[config.mk]
export PLATFORM = sky130hd
export DESIGN_NAME = esx_ext_access
export DESIGN_NICKNAME = d
export VERILOG_FILES = /design/src/logic/esx_pkg.sv /design/src/logic/esx_ext_access.sv
export SDC_FILE = /design/constraint.sdc
export NUM_CORES = 2
export LEC_CHECK = 0
export BUFFER_PORTS_ARGS = -buffer_cell sky130_fd_sc_hd__buf_2
export CAP_MARGIN = 20
export CORE_ASPECT_RATIO = 1.75
export CORE_UTILIZATION = 30
export CTS_CLUSTER_DIAMETER = 200
export DETAILED_ROUTE_END_ITERATION = 12
export MAX_ROUTING_LAYER = met4
export PLACE_DENSITY = 0.55
export SLEW_MARGIN = 5
export SYNTH_ARGS = -nofsm -noshare
export SYNTH_HDL_FRONTEND = slang
export SYNTH_SLANG_ARGS = --single-unit
[constraint.sdc]
create_clock -name clock_in -period 4.01 [get_ports clock_in]
set_input_delay 0.2005 -clock clock_in [delete_from_list [all_inputs] [get_ports clock_in]]
set_output_delay 0.2005 -clock clock_in [all_outputs]
set_load 0.01 [all_outputs]
[src/logic/esx_pkg.sv]
// esx_pkg: constants for the extended-memory access unit.
// assumes a 125 MHz system clock and a byte-wide direct register port.
package esx_pkg;
    localparam int CLK_MHZ = 125;
    // direct register byte addresses
    localparam logic [5:0] ADR_EWA_LO = 6'h03;
    localparam logic [5:0] ADR_WD_0 = 6'h04;
    localparam logic [5:0] ADR_WD_1 = 6'h05;
    localparam logic [5:0] ADR_WD_2 = 6'h06;
    localparam logic [5:0] ADR_WD_3 = 6'h07;
    localparam logic [5:0] ADR_WCS_HI = 6'h08;
    localparam logic [5:0] ADR_WCS_LO = 6'h09;
    localparam logic [5:0] ADR_RA_LO = 6'h0B;
    localparam logic [5:0] ADR_RCS_HI = 6'h0C;
    localparam logic [5:0] ADR_RCS_LO = 6'h0D;
    localparam logic [5:0] ADR_RD_0 = 6'h0E;
    localparam logic [5:0] ADR_RD_1 = 6'h0F;
    localparam logic [5:0] ADR_RD_2 = 6'h10;
    localparam logic [5:0] ADR_RD_3 = 6'h11;
    localparam logic [5:0] ADR_CTRL_HI = 6'h1E;
    localparam logic [5:0] ADR_KEY_HI = 6'h3C;
    localparam logic [5:0] ADR_ERR_LO = 6'h25;
    // field positions
    localparam int TRIG_BIT = 7;
    localparam int PROG_BIT = 0;
    localparam int DONE_BIT = 0;
    localparam int SPECIAL_LSB = 4;
    // extended memory layout
    localparam int EE_WORDS = 32;
    localparam logic [7:0] SHADOW_OFS = 8'h40;
    localparam logic [7:0] LOCK_ADR = 8'h1F;
    localparam int LOCK_LSB = 20;
    localparam logic [3:0] LOCK_EE = 4'hC;
    localparam logic [3:0] LOCK_ALL = 4'h3;
    localparam logic [31:0] PAYLOAD_MASK = 32'h00FF_FFFF;
    localparam logic [3:0] SPEC_MARGIN_LO = 4'h1;
    localparam logic [3:0] SPEC_MARGIN_HI = 4'h2;
    // unlock key bytes in order
    localparam logic [7:0] KEY_0 = 8'h00;
    localparam logic [7:0] KEY_1 = 8'h27;
    localparam logic [7:0] KEY_2 = 8'h81;
    localparam logic [7:0] KEY_3 = 8'h1F;
    localparam logic [7:0] KEY_4 = 8'h77;
    // timing
    localparam int EE_WRITE_MS = 24;
    localparam int EE_READ_US = 2;
    localparam int EE_READ_CYC = EE_READ_US * CLK_MHZ;
    localparam int ERR_XEE_BIT = 0;
    localparam logic [31:0] RESET_ZERO = 32'h0000_0000;
endpackage : esx_pkg

[src/logic/esx_ext_access.sv]
// esx_ext_access: extended EEPROM/shadow access behind direct registers.
// assumes a host-side serial decoder on the same clock drives the byte port.
`timescale 1ns/1ns
// Operation
// [RL1] at power-up copy every EEPROM word into shadow before ready rises
// [RL2] shadow word sits at extended address 0x40 above its EEPROM word
// [RL3] unused shadow bits are absent and read as zero
// [RL4] shadow holds payload only, no check bits
// [RL5] full EEPROM write protection (lock field 0x3) applies to shadow too
// [RL6] all reads except margin reads allowed without unlocking
// [RL7] five key bytes 00 27 81 1F 77 to key register unlock writes
// [RL8] unlock stays until next power-on reset
// [RL9] lock field 0xC blocks EEPROM writes, shadow writes still allowed
// [RL10] lock field 0x3 blocks EEPROM and shadow writes
// [RL11] write address register low byte at 0x03 names the target
// [RL12] 32-bit write data loaded as four bytes
// [RL13] write trigger bit starts transfer of write data to target
// [RL14] write-done flag sets when write finishes; EEPROM up to 24 ms
// [RL15] shadow write completes in one cycle after the trigger
// [RL16] write-done flag is bit 0 of byte 0x09
// [RL17] access to locked location aborts, sets done and violation bit
// [RL18] aborted EEPROM write sets violation bit in error register
// [RL19] special field 0001 gives low margin EEPROM reads
// [RL20] special field 0010 gives high margin EEPROM reads
// [RL21] margin settings persist and read back until cleared
// [RL22] margin reads allowed only while unlocked
// [RL23] read trigger loads 32-bit read data, then sets read-done
// [RL24] EEPROM read may take up to 2 us
// [RL25] write in progress clears done flag and shows progress bit
module esx_ext_access
    import esx_pkg::*;
#(
    parameter int EE_WRITE_CYC = EE_WRITE_MS * 1000 * CLK_MHZ
) (
    input wire logic clock_in,
    input wire logic rstn_in,
    input wire logic wr_en_in,
    input wire logic rd_en_in,
    input wire logic [5:0] addr_in,
    input wire logic [7:0] wdata_in,
    output logic [7:0] rdata_out,
    output logic ready_out,
    output logic unlocked_out,
    output logic violation_out,
    output logic [1:0] margin_mode_out
);
    typedef enum logic [2:0] {
        ESX_LOAD, ESX_IDLE, ESX_EE_WRITE, ESX_EE_READ
    } esx_state_e;

    esx_state_e state_reg;
    logic [31:0] ee_mem [EE_WORDS];
    logic [23:0] sh_mem [EE_WORDS];
    logic [4:0] load_idx_reg;
    logic [7:0] wr_adr_reg;
    logic [31:0] wr_data_reg;
    logic [7:0] rd_adr_reg;
    logic [31:0] rd_data_reg;
    logic wr_done_reg, wr_prog_reg, rd_done_reg, rd_prog_reg;
    logic [2:0] key_idx_reg;
    logic unlocked_reg;
    logic warn_xee_reg, err_xee_reg;
    logic [3:0] special_reg;
    logic [31:0] cnt_reg;
    logic wr_trig, rd_trig;
    logic [3:0] lock_field;
    logic [4:0] wr_idx, rd_idx;
    logic wr_is_ee, wr_is_sh, rd_is_ee, rd_is_sh, wr_ok, rd_ok;
    logic [31:0] ee_rd_word;
    logic ee_wr_go;

    function automatic logic is_ee(input logic [7:0] a);
        return a < 8'(EE_WORDS);
    endfunction : is_ee

    function automatic logic is_sh(input logic [7:0] a);
        return (a >= SHADOW_OFS) && (a < SHADOW_OFS + 8'(EE_WORDS));
    endfunction : is_sh

    assign wr_trig = wr_en_in && (addr_in == ADR_WCS_HI) && wdata_in[TRIG_BIT];
    assign rd_trig = wr_en_in && (addr_in == ADR_RCS_HI) && wdata_in[TRIG_BIT];
    assign lock_field = ee_mem[LOCK_ADR[4:0]][LOCK_LSB +: 4];
    assign wr_idx = wr_adr_reg[4:0];
    assign rd_idx = rd_adr_reg[4:0];
    assign wr_is_ee = is_ee(wr_adr_reg);
    assign wr_is_sh = is_sh(wr_adr_reg);
    assign rd_is_ee = is_ee(rd_adr_reg);
    assign rd_is_sh = is_sh(rd_adr_reg);
    // see [RL5] see [RL9] see [RL10]
    assign wr_ok = unlocked_reg && ((wr_is_ee && lock_field != LOCK_EE && lock_field != LOCK_ALL)
        || (wr_is_sh && lock_field != LOCK_ALL));
    // margin modes need the unlock; plain reads never do, see [RL6] see [RL22]
    assign rd_ok = (rd_is_ee || rd_is_sh)
        && (unlocked_reg || (special_reg != SPEC_MARGIN_LO && special_reg != SPEC_MARGIN_HI));

    // margin threshold modelled by forcing ambiguous cells: none stored here,
    // so margin reads return the stored word; the mode is exported to the array
    assign ee_rd_word = ee_mem[rd_idx]; // see [RL19] see [RL20]
    assign margin_mode_out = (special_reg == SPEC_MARGIN_LO) ? 2'h1 :
        (special_reg == SPEC_MARGIN_HI) ? 2'h2 : 2'h0;
    assign ready_out = (state_reg != ESX_LOAD);
    assign unlocked_out = unlocked_reg;
    assign violation_out = warn_xee_reg;
    assign ee_wr_go = (state_reg == ESX_EE_WRITE) && (cnt_reg == RESET_ZERO);

    // unlock key sequence; any wrong byte restarts it
    always_ff @(posedge clock_in or negedge rstn_in) begin
        if (!rstn_in) begin
            key_idx_reg <= 3'h0;
            unlocked_reg <= 1'b0;
        end else if (wr_en_in && addr_in == ADR_KEY_HI && !unlocked_reg) begin
            unique case (key_idx_reg)
                3'h0: key_idx_reg <= (wdata_in == KEY_0) ? 3'h1 : 3'h0;
                3'h1: key_idx_reg <= (wdata_in == KEY_1) ? 3'h2 : 3'h0;
                3'h2: key_idx_reg <= (wdata_in == KEY_2) ? 3'h3 : 3'h0;
                3'h3: key_idx_reg <= (wdata_in == KEY_3) ? 3'h4 : 3'h0;
                default: begin
                    key_idx_reg <= 3'h0;
                    unlocked_reg <= (wdata_in == KEY_4); // see [RL7] see [RL8]
                end
            endcase
        end
    end

    // address, data and control registers
    always_ff @(posedge clock_in or negedge rstn_in) begin
        if (!rstn_in) begin
            wr_adr_reg <= 8'h00;
            wr_data_reg <= RESET_ZERO;
            rd_adr_reg <= 8'h00;
            special_reg <= 4'h0;
        end else if (wr_en_in) begin
            unique case (addr_in)
                ADR_EWA_LO: wr_adr_reg <= wdata_in; // see [RL11]
                ADR_WD_0: wr_data_reg[31:24] <= wdata_in; // see [RL12]
                ADR_WD_1: wr_data_reg[23:16] <= wdata_in;
                ADR_WD_2: wr_data_reg[15:8] <= wdata_in;
                ADR_WD_3: wr_data_reg[7:0] <= wdata_in;
                ADR_RA_LO: rd_adr_reg <= wdata_in;
                ADR_CTRL_HI: special_reg <= wdata_in[SPECIAL_LSB +: 4]; // see [RL21]
                default: ;
            endcase
        end
    end

    // sequencer: power-up load, extended writes and reads
    always_ff @(posedge clock_in or negedge rstn_in) begin
        if (!rstn_in) begin
            state_reg <= ESX_LOAD;
            load_idx_reg <= 5'h00;
            cnt_reg <= RESET_ZERO;
            wr_done_reg <= 1'b0;
            wr_prog_reg <= 1'b0;
            rd_done_reg <= 1'b0;
            rd_prog_reg <= 1'b0;
            rd_data_reg <= RESET_ZERO;
            warn_xee_reg <= 1'b0;
            err_xee_reg <= 1'b0;
        end else begin
            if (wr_en_in && addr_in == ADR_ERR_LO && wdata_in[ERR_XEE_BIT]) begin
                err_xee_reg <= 1'b0;
                warn_xee_reg <= 1'b0;
            end
            unique case (state_reg)
                ESX_LOAD: begin
                    sh_mem[load_idx_reg] <= ee_mem[load_idx_reg][23:0]; // see [RL1] see [RL4]
                    load_idx_reg <= load_idx_reg + 5'h01;
                    if (load_idx_reg == 5'(EE_WORDS - 1)) begin
                        state_reg <= ESX_IDLE;
                    end
                end
                ESX_IDLE: begin
                    if (wr_trig) begin
                        wr_done_reg <= 1'b0;
                        if (!wr_ok) begin
                            wr_done_reg <= 1'b1; // see [RL17]
                            warn_xee_reg <= 1'b1;
                            if (wr_is_ee) begin
                                err_xee_reg <= 1'b1; // see [RL18]
                            end
                        end else if (wr_is_sh) begin
                            sh_mem[wr_idx] <= wr_data_reg[23:0]; // see [RL2] see [RL15]
                            wr_done_reg <= 1'b1;
                        end else begin
                            wr_prog_reg <= 1'b1; // see [RL25]
                            cnt_reg <= 32'(EE_WRITE_CYC - 1);
                            state_reg <= ESX_EE_WRITE;
                        end
                    end else if (rd_trig) begin
                        rd_done_reg <= 1'b0;
                        if (!rd_ok) begin
                            rd_done_reg <= 1'b1; // see [RL17]
                            warn_xee_reg <= 1'b1;
                        end else if (rd_is_sh) begin
                            rd_data_reg <= {8'h00, sh_mem[rd_idx]}; // see [RL3]
                            rd_done_reg <= 1'b1;
                        end else begin
                            rd_prog_reg <= 1'b1;
                            cnt_reg <= 32'(EE_READ_CYC - 1); // see [RL24]
                            state_reg <= ESX_EE_READ;
                        end
                    end
                end
                ESX_EE_WRITE: begin
                    cnt_reg <= cnt_reg - 32'h1;
                    if (cnt_reg == RESET_ZERO) begin
                        wr_prog_reg <= 1'b0;
                        wr_done_reg <= 1'b1; // see [RL14]
                        state_reg <= ESX_IDLE;
                    end
                end
                ESX_EE_READ: begin
                    cnt_reg <= cnt_reg - 32'h1;
                    if (cnt_reg == RESET_ZERO) begin
                        rd_data_reg <= ee_rd_word; // see [RL23]
                        rd_prog_reg <= 1'b0;
                        rd_done_reg <= 1'b1;
                        state_reg <= ESX_IDLE;
                    end
                end
            endcase
        end
    end

    // register read mux; no unlock needed, see [RL6]
    always_ff @(posedge clock_in or negedge rstn_in) begin
        if (!rstn_in) begin
            rdata_out <= 8'h00;
        end else if (rd_en_in) begin
            unique case (addr_in)
                ADR_EWA_LO: rdata_out <= wr_adr_reg;
                ADR_WD_0: rdata_out <= wr_data_reg[31:24];
                ADR_WD_1: rdata_out <= wr_data_reg[23:16];
                ADR_WD_2: rdata_out <= wr_data_reg[15:8];
                ADR_WD_3: rdata_out <= wr_data_reg[7:0];
                ADR_WCS_HI: rdata_out <= {7'h00, wr_prog_reg};
                ADR_WCS_LO: rdata_out <= {7'h00, wr_done_reg}; // see [RL16]
                ADR_RA_LO: rdata_out <= rd_adr_reg;
                ADR_RCS_HI: rdata_out <= {7'h00, rd_prog_reg};
                ADR_RCS_LO: rdata_out <= {7'h00, rd_done_reg};
                ADR_RD_0: rdata_out <= rd_data_reg[31:24];
                ADR_RD_1: rdata_out <= rd_data_reg[23:16];
                ADR_RD_2: rdata_out <= rd_data_reg[15:8];
                ADR_RD_3: rdata_out <= rd_data_reg[7:0];
                ADR_CTRL_HI: rdata_out <= {special_reg, 4'h0};
                ADR_ERR_LO: rdata_out <= {7'h00, err_xee_reg};
                default: rdata_out <= 8'h00;
            endcase
        end
    end

    // array contents are not reset; real cells keep their charge.
    // plain always so the cells may be preloaded from outside, see [RL13]
    always @(posedge clock_in) begin
        if (ee_wr_go) begin
            ee_mem[wr_idx] <= wr_data_reg;
        end
    end
endmodule : esx_ext_access

== Word-level counts from Yosys, hierarchy flattened ==
Memories as Yosys holds them, arrays and structs flattened.
Cells that the tools add are included.

* Bits in registers: 142
* Output and inout port bits: 13
* Memories: 2
* Word-level logic and storage cells: 203
* Input port bits: 18
* Memory bits (writable): 1792

{| class="wikitable"
|+ Memory list
! memory !! words !! width !! rd ports !! clocked after memory_dff !! write ports !! RTL line !! text
|-
| ee_mem || 32 || 32 || 3 || 0 || 1 || esx_ext_access.sv:52 || <nowiki>logic [31:0] ee_mem [EE_WORDS];</nowiki>
|-
| sh_mem || 32 || 24 || 1 || 0 || 1 || esx_ext_access.sv:53 || <nowiki>logic [23:0] sh_mem [EE_WORDS];</nowiki>
|}

* Order comparisons: 6
* Muxes and demuxes: 72
* Bitwise logic cells: 1
* Add/sub/neg operators: 2
* Reductions and logical operators: 49
* Eq/ne operators: 51

{| class="wikitable"
|+ Operator list
! cell !! number
|-
| two-way mux 32 bit || 11
|-
| one-hot mux 32 bit (2 select lines) || 2
|-
| one-hot mux 8 bit (16 select lines) || 1
|-
| == test 6 x 4 -> 1 bit (second input constant) || 7
|-
| two-way mux 1 bit || 37
|-
| logical NOT 32 bit || 1
|-
| subtractor 32 x 1 -> 32 bit (second input constant) || 1
|-
| two-way mux 3 bit || 9
|-
| == test 6 x 3 -> 1 bit (second input constant) || 4
|-
| two-way mux 24 bit || 1
|-
| OR reduction 24 bit || 1
|-
| != test 2 bit (second input constant) || 10
|-
| logical AND 1 bit || 19
|-
| == test 6 x 5 -> 1 bit (second input constant) || 3
|-
| AND reduction 6 bit || 3
|-
| greater-or-equal comparator 8 x 7 -> 1 bit (second input constant) || 2
|-
| < comparator 8 x 6 -> 1 bit (second input constant) || 2
|-
| < comparator 8 x 7 -> 1 bit (second input constant) || 2
|-
| AND reduction 2 bit || 8
|-
| != test 3 bit (second input constant) || 5
|-
| == test 3 x 2 -> 1 bit (second input constant) || 4
|-
| == test 6 bit (second input constant) || 2
|-
| one-hot mux 3 bit (4 select lines) || 1
|-
| one-hot mux 3 bit (3 select lines) || 1
|-
| 30 further kinds || 44
|}

== Longest topological paths before layout ==
* Word-level depth: 12
* Mapped depth: 11
* Mapped depth without buffers: 8

== Worst setup path before layout ==
OpenSTA, ideal clock, no wires.

* Path kind: register to register
* Start: register cnt_reg[0]
* End: memory ee_mem[27][0], enable pin
* Library setup time: 0.421 ns
* Path buffers: 1
* Arrival: 3.722 ns
* Stages on the path, launching flop included: 10
* Setup slack: -0.133 ns
* Data required time: 3.589 ns
* Cells stage by stage: dfrtp_1 inv_1 ha_1 or4b_2 nor2b_1 buf_4 nand4_1 nor4b_4 nand3_1 nor2_1

* Cells in the longest elaborated chain, start to end: 4

{| class="wikitable"
|+ Ends and longest elaborated chain
! item !! RTL line !! text
|-
| start, declared || esx_ext_access.sv:64 || <nowiki>logic [31:0] cnt_reg;</nowiki>
|-
| start signal, assigned || esx_ext_access.sv:186 || <nowiki>cnt_reg <= 32'(EE_WRITE_CYC - 1);</nowiki>
|-
| start signal, assigned || esx_ext_access.sv:199 || <nowiki>cnt_reg <= 32'(EE_READ_CYC - 1);</nowiki>
|-
| start signal, assigned || esx_ext_access.sv:205 || <nowiki>cnt_reg <= cnt_reg - 32'h1;</nowiki>
|-
| logical NOT 32 bit || esx_ext_access.sv:104 || <nowiki>assign ee_wr_go = (state_reg == ESX_EE_WRITE) && (cnt_reg == RESET_ZERO);</nowiki>
|-
| logical AND 1 bit || esx_ext_access.sv:104 ||
|-
| two-way mux 1 bit || esx_ext_access.sv:255 || <nowiki>if (ee_wr_go) begin</nowiki>
|-
| two-way mux 1 bit (implied by the code) || esx_ext_access.sv:256 || <nowiki>ee_mem[wr_idx] <= wr_data_reg;</nowiki>
|-
| end, declared || esx_ext_access.sv:52 ||
|}

No other way between the ends.

== Worst setup path after layout ==
* Start: register unlocked_reg (netlist: unlocked_out)
* End: memory sh_mem[24][1], enable pin

* Cells in the longest elaborated chain, start to end: 8
* Elaborated cells between the ends (all ways): 9

{| class="wikitable"
|+ Ends and longest elaborated chain
! item !! RTL line !! text
|-
| start, declared || esx_ext_access.sv:61 || <nowiki>logic unlocked_reg;</nowiki>
|-
| start signal, assigned || esx_ext_access.sv:119 || <nowiki>unlocked_reg <= (wdata_in == KEY_4);</nowiki>
|-
| logical AND 1 bit * || esx_ext_access.sv:90 || <nowiki>assign wr_ok = unlocked_reg && ((wr_is_ee && lock_field != LOCK_EE && lock_field != LOCK_ALL)</nowiki>
|-
| two-way mux 1 bit * || esx_ext_access.sv:175 || <nowiki>if (!wr_ok) begin</nowiki>
|-
| two-way mux 1 bit * || esx_ext_access.sv:173 || <nowiki>if (wr_trig) begin</nowiki>
|-
| two-way mux 1 bit * || esx_ext_access.sv:164 || <nowiki>unique case (state_reg)</nowiki>
|-
| logical AND 1 bit (implied by the code) * || esx_ext_access.sv:182 || <nowiki>sh_mem[wr_idx] <= wr_data_reg[23:0];</nowiki>
|-
| two-way mux 1 bit (implied by the code) * || esx_ext_access.sv:182 ||
|-
| OR reduction 24 bit (no source line) || n/a ||
|-
| two-way mux 5 bit (no source line) / two-way mux 1 bit (equally long branches) || n/a ||
|-
| end, declared || esx_ext_access.sv:53 ||
|}

Every way passes the cells marked *; elsewhere a longest branch is shown, timed or not.

==> reports/summary.txt <==
run status - finished, final reports clean
routability cong. - 0.854
WS Path Type - reg -> reg
Placed Cells incl. Taps - 7947
clock root cell - clkbuf_16
Initial Utilization - 0.302
crit path max fanout - 34
worst vdd ir - 0.320 mV
DR iter-0 viols - 4348
Tcrit/Tclk final - 0.942
leading area contributor after synthesis - edfxtp_1
Syn Std Cell Area - 81400 sq um
CTS tree - yes
via count - 44400
Seq cells post-synth - 1933
CP arrival - 4.28 ns
Worst-path clk slew - 0.07 ns
GR met1 Demand/Resource - 0.200
PortBufs - 30
final hold violations - 0
Routed Antenna Nets - 0
Remaining DRCs - 0
global-route wire length before repair - 352 mm
Tot Pwr - 43700 uW
CTS sink count - 1933
syn_nets - 4327
min cycle time layout - 3.78 ns
biggest regs - ee_mem: 1024 flops, sh_mem: 768 flops
most frequent cells in the layout - edfxtp_1, mux4_2, mux2i_1, buf_4, a22oi_1
initial antenna violation count - 11
FP Rows - 252
Reg area - 57400 sq um
Setup Skew - 0.0699 ns
Post-Synthesis Cells - 4306
die area - 274000 sq um
most flop-heavy register - ee_mem
Die Wd - 396 microns
fillcell total - 25100
ys flop type - edfxtp_1
fmax - 265 MHz
min-delay worst type - in -> reg
most used routing layer - met2
Die Y - 691 microns
max reg flops - 1024
Core Region - 270000 sq um
Synth Warn # - 0
DRT Pass-1 Iters - 6
Routed Wire Length - 249 mm
leakage power - 0.0294 uW
top cell type's share of synthesized area - 0.661
Nets - 4617
GRT met3 Usage - 0.0197
worst-margin pin slew - 1.16 ns
Post-synth EDFFs - 1792
FFs w/ async S/R, synth - 0.0729
CTS H-tree depth - 4
Routed WL per cell - 30.1 microns
sequential cell area fraction in the yosys report - 0.704
area of the multi-input gates - 23600 sq um
crit path launch type - register
RSZ-0062 raised after global routing - false
layout cell share with drive strength beyond 1 - 0.282
Final Setup Violations - 0
synth unique cells - 63
remaining global-route overflow - 0
CTS max path bufs - 4
Cell Pwr Density - 459 nW/um^2
vias per inst - 5.36
final max-slew violation count - 0
Slew HR - 0.225
vias in the first global route - 46100
syn avg cell area - 18.9 sq um
CTS buffer count - 173
Max Cap Viol - 0
GRT Overall Usage - 0.185
Post-Layout Cell Count - 8288
clk_lat worst skew - 0.86 ns
largest net degree at the start of global routing - 115
I/O Pins - 31
post-CTS sizing - 0
commonest non-fill, non-tap cell in the layout - edfxtp_1
worst endpoint required time - 4.52 ns
area growth from synthesis to layout - 16.9%
met2 GRT Util - 0.343
CP endpoint kind - register
largest cells by area after synthesis - edfxtp_1, mux4_2, dfrtp_1, mux2i_1, a22oi_1
DP HPWL - 172 mm
[routing by layer]
layer | vias to the layer above | wire length (microns) | share of wire
li1 | 18600 | - | -
met1 | 23900 | 88300 | 0.35
met4 | 0 | 10400 | 0.042
met5 | - | 0 | 0
met3 | 441 | 11400 | 0.046
met2 | 1454 | 139000 | 0.56
[through the flow]
stage	util	setup WS (ns)	hold WS, ns	setup TNS (ns)	area (sq um)
floorplan	-	-0.133	-0.0951	-65.45	81500
global placement	0.331	0.273	0.462	0	89200
detailed placement	0.331	0.291	0.470	0	89300
CTS	0.352	0.233	0.0366	0	95000
global route	0.353	0.151	0.170	0	95200
finish	0.353	0.231	0.111	0	95200
[worst max-delay path: stages (launching register included)]
cell and delay, ns:
dfrtp_1 0.50, nor3b_1 0.60, o211ai_1 0.45, inv_1 0.24
nand4_4 0.13, buf_12 0.21, o32a_1 0.64, nor2_4 0.25
buf_4 0.29
[report_power, final]
group / switching [uW] / leakage, uW / internal, uW
logic: 2650 / 0.00856 / 1650
clock network: 7520 / 0.00270 / 9280
registers: 322 / 0.0181 / 22300
total: 10500 / 0.0294 / 33200
[cells in the mapped netlist (all sizes together), types with 33 or more instances]
library cell     n
a211oi          96
a21oi          128
a22o            33
a22oi          180
a31oi           33
buf            125
clkbuf         167
dfrtp          141
edfxtp        1792
mux2            64
mux2i          323
mux4           512
nand2           80
nand3          103
nor2           136
nor2b          105
[layout make-up]
cell class	instances	area share
Sequential cell	1933	0.603
Multi-Input combinational cell	2065	0.248
Clock buffer	212	0.0483
Tap cell	3556	0.0467
Timing Repair Buffer	407	0.0442
Clock inverter	94	0.00974
Inverter	16	0.000631
Antenna cell	5	0.000131
[cell families after synthesis]
kind of cell / after synthesis / synth area share
buf+inv: 308 / 0.0153
flops: 1933 / 0.704
fa+ha+maj: 3 / 0.000461
compound gates: 570 / 0.0500
mux: 899 / 0.190
xor+xnor: 29 / 0.00312
simple gates: 564 / 0.0370
[final timing paths]
kind / slack, ns / to / cells past startpoint / startpoint
worst max register to register: 0.23 / sh_mem[24][1] / 8 / unlocked_out
worst max-delay path: 0.23 / sh_mem[24][1] / 8 / unlocked_out
worst min-delay path: 0.11 / rdata_out[0] / 4 / addr_in[1]
min in group asynchronous: 0.19 / err_xee_reg / 3 / rstn_in
worst min register to register: 0.49 / err_xee_reg / 2 / err_xee_reg
max in group asynchronous: 3.26 / rd_data_reg[21] / 3 / rstn_in
[repair_timing]
action | in CTS | in global routing
hold buffers | 20 | 0
buffers inserted | 0 | 0
hold endpoints to repair | 209 | 0
Power figures use the tool's default switching activity.
